==> config.mk <==
export PLATFORM = sky130hd
export DESIGN_NAME = lrc_ladder_reference_control
export DESIGN_NICKNAME = d
export VERILOG_FILES = /design/src/lrc_pkg.sv /design/src/lrc_ladder_reference_control.sv
export VERILOG_INCLUDE_DIRS = /design/src /design/src/src
export SDC_FILE = /design/constraint.sdc
export NUM_CORES = 1
export LEC_CHECK = 0
export BUFFER_PORTS_ARGS = -buffer_cell sky130_fd_sc_hd__buf_2
export CAP_MARGIN = 20
export CORE_ASPECT_RATIO = 0.8
export CORE_MARGIN = 1.5
export CORE_UTILIZATION = 30
export CTS_CLUSTER_DIAMETER = 100
export DETAILED_ROUTE_END_ITERATION = 8
export PLACE_DENSITY_LB_ADDON = 0.05
export SETUP_SLACK_MARGIN = 0.05
export SYNTH_ARGS = -nofsm -noshare
export SYNTH_HDL_FRONTEND = slang
export SYNTH_SLANG_ARGS = --single-unit
==> constraint.sdc <==
create_clock -name mclk -period 2.23 [get_ports mclk]
set_input_delay 0.446 -clock mclk [delete_from_list [all_inputs] [get_ports mclk]]
set_output_delay 0.446 -clock mclk [all_outputs]
set_load 0.05 [all_outputs]
==> src/lrc_defs.svh <==
`ifndef LRC_DEFS_SVH
`define LRC_DEFS_SVH

// Register byte addresses
`define LRC_CTRL_ADDR 12'h000
`define LRC_STATUS_ADDR 12'h004

// Control register fields
`define LRC_ENABLE_BIT 7
`define LRC_UNUSED_BIT 6
`define LRC_RANGE_BIT 5
`define LRC_SOURCE_BIT 4
`define LRC_LEVEL_MSB 3
`define LRC_LEVEL_LSB 0

// Reset values and masks
`define LRC_CTRL_RESET 8'h00
`define LRC_CTRL_WMASK 8'hBF
`define LRC_TAP_COUNT 16

// Bus response codes
`define LRC_RESP_OKAY 2'h0
`define LRC_RESP_SLVERR 2'h2

`endif

==> src/lrc_pkg.sv <==
package lrc_pkg;

    // Stored control fields
    typedef struct packed {
        logic enable;
        logic rangeLow;
        logic sourceSel;
        logic [3:0] level;
    } lrc_ctrl_s;

    // Source of the comparator reference
    typedef enum logic [1:0] {
        LRC_REF_NONE,
        LRC_REF_BYPASS,
        LRC_REF_LADDER
    } lrc_ref_e;

    // Analog switch controls toward the ladder
    typedef struct packed {
        logic ladderPower;
        logic supplyExternal;
        logic rangeLow;
        logic [15:0] tapSelect;
        lrc_ref_e refSource;
    } lrc_switch_s;

    // Bus slave handshake state
    typedef struct packed {
        logic awready;
        logic wready;
        logic bvalid;
        logic [1:0] bresp;
        logic arready;
        logic rvalid;
        logic [1:0] rresp;
        logic [31:0] rdata;
        logic awHeld;
        logic [11:0] awAddr;
        logic wHeld;
        logic [31:0] wData;
        logic [3:0] wStrb;
    } lrc_bus_s;

    // Whole module state
    typedef struct packed {
        lrc_bus_s bus;
        lrc_ctrl_s ctrl;
        lrc_switch_s sw;
    } lrc_state_s;

endpackage : lrc_pkg

==> src/lrc_ladder_reference_control.sv <==
// Register access over AXI4-Lite and the placing of the registers were chosen for this implementation.
`timescale 1ns/100ps
`default_nettype none
`include "lrc_defs.svh"

// Contract
// - Drive a ladder of 16 selectable taps with a power-down control.
// - Enable bit 7 powers the ladder on when 1 and down when 0.
// - Range bit 5 picks the low range (code/24) at 1 and high range (1/4 plus code/32) at 0.
// - The 4-bit level field in bits 3..0 takes codes 0 to 15, sixteen levels per range.
// - In the low range, source bit 4 picks external reference at 1 and analog supply at 0.
// - In the high range, source bit 4 at 1 bypasses to the external reference, at 0 no reference.
// - Reference choice: both 0 none, enable 0 source 1 bypass, enable 1 ladder output.
// - Bit 6 ignores writes and reads back as zero.
// - Wake-up from sleep leaves the control register unchanged.
// - Reset clears enable, range and level, leaving the reference powered down.
module lrc_ladder_reference_control
    import lrc_pkg::*;
#(
    parameter int ADDR_WIDTH = 12
) (
    // Clock and reset
    input wire logic mclk,
    input wire logic rst,
    // Sleep state, informational only
    input wire logic sleepActive,
    // AXI4-Lite write address
    input wire logic [ADDR_WIDTH-1:0] s_axi_awaddr,
    input wire logic s_axi_awvalid,
    output logic s_axi_awready,
    // AXI4-Lite write data
    input wire logic [31:0] s_axi_wdata,
    input wire logic [3:0] s_axi_wstrb,
    input wire logic s_axi_wvalid,
    output logic s_axi_wready,
    // AXI4-Lite write response
    output logic [1:0] s_axi_bresp,
    output logic s_axi_bvalid,
    input wire logic s_axi_bready,
    // AXI4-Lite read address
    input wire logic [ADDR_WIDTH-1:0] s_axi_araddr,
    input wire logic s_axi_arvalid,
    output logic s_axi_arready,
    // AXI4-Lite read data
    output logic [31:0] s_axi_rdata,
    output logic [1:0] s_axi_rresp,
    output logic s_axi_rvalid,
    input wire logic s_axi_rready,
    // Analog switch controls
    output logic ladderPowerOn,
    output logic ladderSupplyExternal,
    output logic ladderRangeLow,
    output logic [15:0] ladderTapSelect,
    output logic comparatorRefLadder,
    output logic comparatorRefBypass
);

    ////////////////////////////////////////////////////////////////////////////
    // Register map, one 32-bit word each
    //   0x000  control byte in bits 7:0, upper bits read zero
    //          bit 7 ladder power, bit 6 unused,
    //          bit 5 low range, bit 4 source select,
    //          bits 3:0 tap code
    //   0x004  read-only switch status
    //          bits 23:8 tap one-hot, bit 3 power,
    //          bit 2 external supply, bits 1:0 reference source
    //   other  slave error, no effect
    //
    // Write timing
    //   edge 1  address and data taken, readies drop
    //   edge 2  both halves held: byte stored, response raised
    //   edge 3  switch controls follow the stored byte
    //   readies come back on the response handshake edge
    //
    // Read timing
    //   edge 1  address taken, data and response registered
    //   ready comes back on the data handshake edge
    //
    // Partial strobes
    //   only byte lane 0 carries the control byte, so a write
    //   without it is answered but changes nothing
    //
    // Limitation
    //   one write and one read in flight; a second request
    //   waits for its ready, which keeps the slave small

    ////////////////////////////////////////////////////////////////////////////
    // State
    lrc_state_s state_q;
    lrc_state_s state_d;
    logic [7:0] ctrlByte;
    logic [7:0] newByte;
    logic doWrite;
    logic [ADDR_WIDTH-1:0] wrAddr;
    logic [15:0] tapDecode;

    // Control register as software sees it; bit 6 always zero
    // Built from the stored fields rather than kept as a byte,
    // so the unused bit has no flip-flop that could ever read
    // back as one after a stray write
    always_comb begin
        ctrlByte = 8'h00;
        ctrlByte[`LRC_ENABLE_BIT] = state_q.ctrl.enable;
        ctrlByte[`LRC_RANGE_BIT] = state_q.ctrl.rangeLow;
        ctrlByte[`LRC_SOURCE_BIT] = state_q.ctrl.sourceSel;
        ctrlByte[`LRC_LEVEL_MSB:`LRC_LEVEL_LSB] = state_q.ctrl.level;
    end

    ////////////////////////////////////////////////////////////////////////////
    // Tap decode, one comparator per tap
    // A tap may only close while the ladder is powered,
    // so a powered-down ladder never leaks through a switch
    for (genvar tapIdx = 0; tapIdx < `LRC_TAP_COUNT; tapIdx++) begin : g_tap
        assign tapDecode[tapIdx] = state_q.ctrl.enable && (state_q.ctrl.level == 4'(tapIdx));
    end

    ////////////////////////////////////////////////////////////////////////////
    // Next-state logic
    always_comb begin
        state_d = state_q;
        doWrite = 1'b0;
        newByte = ctrlByte;
        wrAddr = '0;

        // Capture address and data separately, in either order
        // Each ready drops on its own take, so a master that
        // offers one half early is simply held off on that
        // same half until the response has been accepted
        if (s_axi_awvalid && state_q.bus.awready) begin
            state_d.bus.awHeld = 1'b1;
            state_d.bus.awAddr = 12'(s_axi_awaddr);
            state_d.bus.awready = 1'b0;
        end
        if (s_axi_wvalid && state_q.bus.wready) begin
            state_d.bus.wHeld = 1'b1;
            state_d.bus.wData = s_axi_wdata;
            state_d.bus.wStrb = s_axi_wstrb;
            state_d.bus.wready = 1'b0;
        end

        // Both halves held: commit and answer
        // Committing one edge after the take keeps the decode
        // off the bus inputs, at the cost of one extra cycle
        // The held flags clear here, so a waiting response
        // can never commit the same beat twice
        if (state_q.bus.awHeld && state_q.bus.wHeld && !state_q.bus.bvalid) begin
            wrAddr = ADDR_WIDTH'(state_q.bus.awAddr);
            state_d.bus.bvalid = 1'b1;
            state_d.bus.awHeld = 1'b0;
            state_d.bus.wHeld = 1'b0;
            if ({wrAddr[ADDR_WIDTH-1:2], 2'b00} == ADDR_WIDTH'(`LRC_CTRL_ADDR)) begin
                state_d.bus.bresp = `LRC_RESP_OKAY;
                doWrite = state_q.bus.wStrb[0];
            end else if ({wrAddr[ADDR_WIDTH-1:2], 2'b00} == ADDR_WIDTH'(`LRC_STATUS_ADDR)) begin
                // Read-only status: write ignored, still OKAY
                state_d.bus.bresp = `LRC_RESP_OKAY;
            end else begin
                state_d.bus.bresp = `LRC_RESP_SLVERR;
            end
        end
        if (state_q.bus.bvalid && s_axi_bready) begin
            state_d.bus.bvalid = 1'b0;
            state_d.bus.awready = 1'b1;
            state_d.bus.wready = 1'b1;
        end

        // Register write; bit 6 dropped by the mask
        // All fields change together in one edge, so the
        // switch decode never sees a half-written byte
        if (doWrite) begin
            newByte = state_q.bus.wData[7:0] & `LRC_CTRL_WMASK;
            state_d.ctrl.enable = newByte[`LRC_ENABLE_BIT];
            state_d.ctrl.rangeLow = newByte[`LRC_RANGE_BIT];
            state_d.ctrl.sourceSel = newByte[`LRC_SOURCE_BIT];
            state_d.ctrl.level = newByte[`LRC_LEVEL_MSB:`LRC_LEVEL_LSB];
        end
        // Sleep does not touch the control fields, only reset does
        // Software is expected to drop the power bit before sleep
        // if the ladder current matters; the block does not do it
        // for them, since a wake-up must find the byte untouched


        // Read channel: one outstanding read
        // Read data is captured on the address edge, so a
        // slow master sees the value of that moment, not a
        // later one, while the data stays on the bus
        if (s_axi_arvalid && state_q.bus.arready) begin
            state_d.bus.arready = 1'b0;
            state_d.bus.rvalid = 1'b1;
            state_d.bus.rresp = `LRC_RESP_OKAY;
            state_d.bus.rdata = 32'h0000_0000;
            if ({s_axi_araddr[ADDR_WIDTH-1:2], 2'b00} == ADDR_WIDTH'(`LRC_CTRL_ADDR)) begin
                state_d.bus.rdata = {24'h00_0000, ctrlByte};
            end else if ({s_axi_araddr[ADDR_WIDTH-1:2], 2'b00} == ADDR_WIDTH'(`LRC_STATUS_ADDR)) begin
                // Live switch state for software
                state_d.bus.rdata = {8'h00, state_q.sw.tapSelect, 4'h0, state_q.sw.ladderPower,
                    state_q.sw.supplyExternal, state_q.sw.refSource};
            end else begin
                state_d.bus.rresp = `LRC_RESP_SLVERR;
            end
        end
        if (state_q.bus.rvalid && s_axi_rready) begin
            state_d.bus.rvalid = 1'b0;
            state_d.bus.arready = 1'b1;
        end

        // Decode stored fields into switch controls, one edge after the write
        state_d.sw.ladderPower = state_q.ctrl.enable;
        state_d.sw.rangeLow = state_q.ctrl.rangeLow;
        state_d.sw.supplyExternal = state_q.ctrl.rangeLow & state_q.ctrl.sourceSel;
        state_d.sw.tapSelect = tapDecode;

        // Reference source: ladder wins whenever powered
        // One code drives both comparator selects, so the
        // ladder and the bypass path can never be on together
        // Low range with the ladder off still bypasses, as the
        // enable and source table asks
        if (state_q.ctrl.enable) begin
            state_d.sw.refSource = LRC_REF_LADDER;
        end else if (state_q.ctrl.sourceSel && !state_q.ctrl.rangeLow) begin
            state_d.sw.refSource = LRC_REF_BYPASS;
        end else if (state_q.ctrl.sourceSel) begin
            // Low range with ladder off: treated as bypass per enable/source table
            state_d.sw.refSource = LRC_REF_BYPASS;
        end else begin
            state_d.sw.refSource = LRC_REF_NONE;
        end
    end

    ////////////////////////////////////////////////////////////////////////////
    // State register
    // Reset is synchronous and clears the whole state first,
    // then raises the readies so the bus is accepting at once
    // The reference code resets to none, which leaves both
    // comparator selects low and the ladder powered down
    // No other event clears the fields: sleep and wake-up
    // pass through untouched
    always_ff @(posedge mclk) begin
        if (rst) begin
            state_q <= '0;
            state_q.bus.awready <= 1'b1;
            state_q.bus.wready <= 1'b1;
            state_q.bus.arready <= 1'b1;
            state_q.sw.refSource <= LRC_REF_NONE;
        end else begin
            state_q <= state_d;
        end
    end

    ////////////////////////////////////////////////////////////////////////////
    // Outputs straight from flip-flops
    // The two comparator selects are compares of one
    // registered code; they are glitch-free because the code
    // holds at most one of the two values at any time
    // Everything else is a plain wire from a state bit
    assign s_axi_awready = state_q.bus.awready;
    assign s_axi_wready = state_q.bus.wready;
    assign s_axi_bvalid = state_q.bus.bvalid;
    assign s_axi_bresp = state_q.bus.bresp;
    assign s_axi_arready = state_q.bus.arready;
    assign s_axi_rvalid = state_q.bus.rvalid;
    assign s_axi_rresp = state_q.bus.rresp;
    assign s_axi_rdata = state_q.bus.rdata;
    assign ladderPowerOn = state_q.sw.ladderPower;
    assign ladderSupplyExternal = state_q.sw.supplyExternal;
    assign ladderRangeLow = state_q.sw.rangeLow;
    assign ladderTapSelect = state_q.sw.tapSelect;
    assign comparatorRefLadder = (state_q.sw.refSource == LRC_REF_LADDER);
    assign comparatorRefBypass = (state_q.sw.refSource == LRC_REF_BYPASS);


    // Sleep input is observed nowhere: the register simply holds through sleep
    // Kept as a port so the block can later gate its clock
    // without a change to the instance
    logic unusedSleep;
    assign unusedSleep = sleepActive;

endmodule : lrc_ladder_reference_control

`default_nettype wire

Word level (Yosys, flattened, before mapping)
Cells that the tools add are included.
{"block": "classes", "eq_ne": 19, "n_bitwise": 1, "n_reduce_logical": 33, "n_mux": 11}
{"operator": "$mux 24", "n": 2}
{"operator": "$eq 4x4->1 const B", "n": 8}
{"operator": "$logic_and 1x1->1", "n": 24}
{"operator": "$eq 10x1->1 const B", "n": 2}
{"operator": "$logic_not 10->1", "n": 2}
{"operator": "$eq 4x3->1 const B", "n": 4}
{"operator": "$mux 2", "n": 5}
{"operator": "$eq 4x2->1 const B", "n": 2}
{"operator": "$reduce_or 2->1", "n": 4}
{"operator": "$eq 4x1->1 const B", "n": 1}
{"operator": "$logic_not 4->1", "n": 1}
{"operator": "$mux 1", "n": 4}
{"operator": "$eq 2x1->1 const B", "n": 1}
{"operator": "$eq 2x2->1 const B", "n": 1}
{"operator": "$logic_not 1->1", "n": 2}
{"operator": "$and 1x1->1", "n": 1}
{"block": "totals", "inputBits": 68, "register_bits": 92, "wordCells": 87, "output_inout_bits": 62}

Logic depth before layout (Yosys ltp)
{"block": "depth", "depth_word": 4, "ltp_mapped": 5, "ltp_nobuf": 3}

Worst setup path before layout
Ideal clock, no wire load.
{"block": "synth_path", "kind": "reg2out", "from": "register ladderPowerOn (netlist name)", "to": "output comparatorRefLadder", "t_required_ns": 1.784, "setup_slack_ns": 0.340, "path_buffers": 0, "stages_incl_launch_ff": 2, "arrival_time_ns": 1.444, "path_cell_list": "dfxtp_1 nor2b_1"}
{"item": "to (decl)", "line": "lrc_ladder_reference_control.sv:54", "text": "output logic comparatorRefLadder,"}

Final worst setup path
{"block": "layout_path", "from": "register state_q[69] (netlist name)", "to": "register state_q (netlist bit ctrlByte[5])"}
{"block": "layout_between", "elab_chain_len": 3}
{"item": "from (decl)", "line": "lrc_ladder_reference_control.sv:89", "text": "lrc_state_s state_q;"}
{"item": "from (signal assigned)", "line": "lrc_ladder_reference_control.sv:246", "text": "state_q <= state_d;"}
{"item": "$logic_not 10->1", "line": "lrc_ladder_reference_control.sv:151", "text": "if ({wrAddr[ADDR_WIDTH-1:2], 2'b00} == ADDR_WIDTH'(`LRC_CTRL_ADDR)) begin"}
{"item": "$mux 1", "line": "lrc_ladder_reference_control.sv:151"}
{"item": "$mux 1", "line": "lrc_ladder_reference_control.sv:146", "text": "if (state_q.bus.awHeld && state_q.bus.wHeld && !state_q.bus.bvalid) begin"}
No other way between the ends.
A chain may end at the register's enable or synchronous reset.

==> key figures <==
Drt
  • Detailed Route Iter0 Violations: 90
  • Average wire per standard cell: 13.0 um
  • Drt first pass iters: 4
  • Routed wire length: 6.57 mm
  • Post-DRT Antenna Nets: 0
  • Via count: 2,175
  • Vias per std cell: 4.30
  • Residual DRC count: 0

Setup path
  • Worst Path Required: 2450 ps
  • Crit start category: flop
  • Worst-path fanout max: 5
  • Setup CP Type: reg -> reg
  • CP endpoint kind: flop
  • Arrival @ worst endpoint: 2070 ps

STA
  • Final max-slew violation count: 0
  • Setup ws final: between 300 and 400 ps
  • Min cycle time layout: 1850 ps
  • Setup violators final: 0
  • Setup Skew: roughly 5.7 ps
  • Setup TNS: 0 ps
  • Final Cycle Share: 0.829
  • Fmax: 541 MHz
  • RSZ-0062 raised after global routing: false
  • Fin Hold WS: 326 ps
  • Final hold viol count: 0

GRT
  • First-pass GRT wire length: 10.2 mm
  • Met3 global-route usage: 0.0447
  • Antenna violations before repair: 0
  • Vias in the first global route: 2,051
  • GR peak layer: met2
  • Met1 usage: 0.168
  • All-layer global routing usage: 0.127
  • M2 GR Usage: 0.186
  • Largest net degree at the start of global routing: 35
  • GR Overflow Total: 0

Synth
  • Synth top area cells: dfxtp_1, buf_4, a22o_1, nand2_1, a21oi_1
  • Yosys top cell by area: dfxtp_1
  • Post-synth top area share: 0.502
  • Area of the mapped netlist: 3070 um^2
  • Most used DFF post-synth: dfxtp_1
  • Synth warnings: 0
  • Syn Inst Count: about 320
  • Mean post-synth cell area: 9.56 um^2
  • Async S/R FF share, synth: 0
  • Seq/Total Area, Yosys: 0.502
  • Distinct cells, synth: 32
  • Number of flops mapped to enable cells by yosys: 0
  • Synth Register Bits: 77

Layout
  • Fillers: 1,019
  • Share of layout cells above drive strength 1: 0.308
  • Antenna Cells: 0
  • Most frequent cells in the layout: buf_2, dfxtp_1, nand2_1
  • Final nets: approximately 430
  • Commonest non-fill, non-tap cell in the layout: buf_2
  • Area grow syn2layout: 17.1%

Placement
  • Detailed Place HPWL: approximately 4.7 mm
  • Port buffer count: 85
  • Setup WS pre-CTS: 253 ps
  • Placer Congestion: 0.692

Power and ir drop
  • Tot Pwr: roughly 3.1 mW
  • Worst VDD drop: 0.427 mV
  • Static Leak: 1.58 nW
  • Pwr dens: 869 nW/um^2

Floorplanning
  • Row Count: 32
  • Core ar.: 9810 um^2
  • Top-level I/O count: between 100 and 150
  • Initial Util: 0.313
  • Chip Width: 116 um
  • Die Area: 10,800 um^2
  • Die height: 93.5 um

Clock tree
  • Post-CTS setup buffer count: 0
  • Worst-path clk slew: 60 ps
  • Clock sinks: 77
  • Total CTS buffers: 9
  • CTS H-tree depth: 3
  • TritonCTS clock tree: yes
  • Skew-Pair Late Insertion Delay: 330 ps
  • Post-CTS Resized: 0
  • Clk buf depth: 2
  • Hold_buf cts: 0
  • Root Driver: clkbuf_16

Outcome
  • Status: finished, final reports clean

Job
  • Maxcap violations: 0

Hold path
  • Worst min path class: in -> reg
## layout make-up
type,count,area (um^2),area share
Tap cell,136,170,0.0474
Clock inverter,6,62.6,0.0174
Multi-Input combinational cell,183,1100,0.307
Sequential cell,77,1540,0.429
Inverter,4,15.0,0.00418
Clock buffer,10,239,0.0665
Timing Repair Buffer,90,463,0.129
## worst max-delay path, stage by stage (launching register included)
cell and delay (ps):
dfxtp_1 310, or4_4 550, nor4_4 490, mux2_2 380
## registers in the layout (all words and copies together) (netlist names)
register and flops:
s_axi_rresp 1, s_axi_wready 1, s_axi_bresp 1, s_axi_rvalid 1, s_axi_arready 1, s_axi_awready 1, ladderPowerOn 1, ladderSupplyExternal 1
s_axi_bvalid 1, ladderTapSelect 16, ladderRangeLow 1, state_q 21, s_axi_rdata 23, ctrlByte 7
## stage by stage
step           instances   util  instance area [um^2]
2_1_floorplan        331      -                  3110
6_report             506  0.366                  3590
4_1_cts              506  0.366                  3590
3_3_place_gp         490  0.335                  3290
5_1_grt              506  0.366                  3590
3_5_place_dp         490  0.335                  3290
## final timing paths
check	cells past startpoint	start	slack [ps]	end
max	3	state_q[69]	380	ctrlByte[5]
min	2	s_axi_awvalid	330	s_axi_awready
max reg2reg	3	state_q[69]	380	ctrlByte[5]
min reg2reg	2	state_q[33]	450	state_q[33]
## synthesized netlist by cell type, drive strengths merged (2+ instances only)
library cell	count
o21ai	2
dfxtp	77
clkbuf	14
a311oi	2
a22o	16
mux2	4
o31ai	4
or4	2
nand2b	12
nor4	2
mux2i	8
nor2b	7
nand3b	7
buf	53
a32o	3
or3	3
nor3	7
nand3	9
a21oi	23
inv	4
nor2	21
nand2	33
## cell families after synthesis
family	count (synthesis)	synth area share
multiplexers	12	0.0408
flip-flops	77	0.502
AO/OA/AOI/OAI	51	0.115
other	1	0.00122
AND/OR/NAND/NOR	109	0.190
buffers and inverters	71	0.151
## routing by layer
metal  wire length (um)  vias up
li1                   -     1116
met1               3430      985
met2               2680       67
met3                361        7
met4                102        0
met5                  0        -
## power by group
part           internal [mW]  switching, mW  leakage [nW]
Clock                  0.895          0.571         0.152
Combinational         0.0711          0.161         0.802
Sequential              1.41         0.0182         0.625
Note: power is estimated with default switching activity, not from simulation.
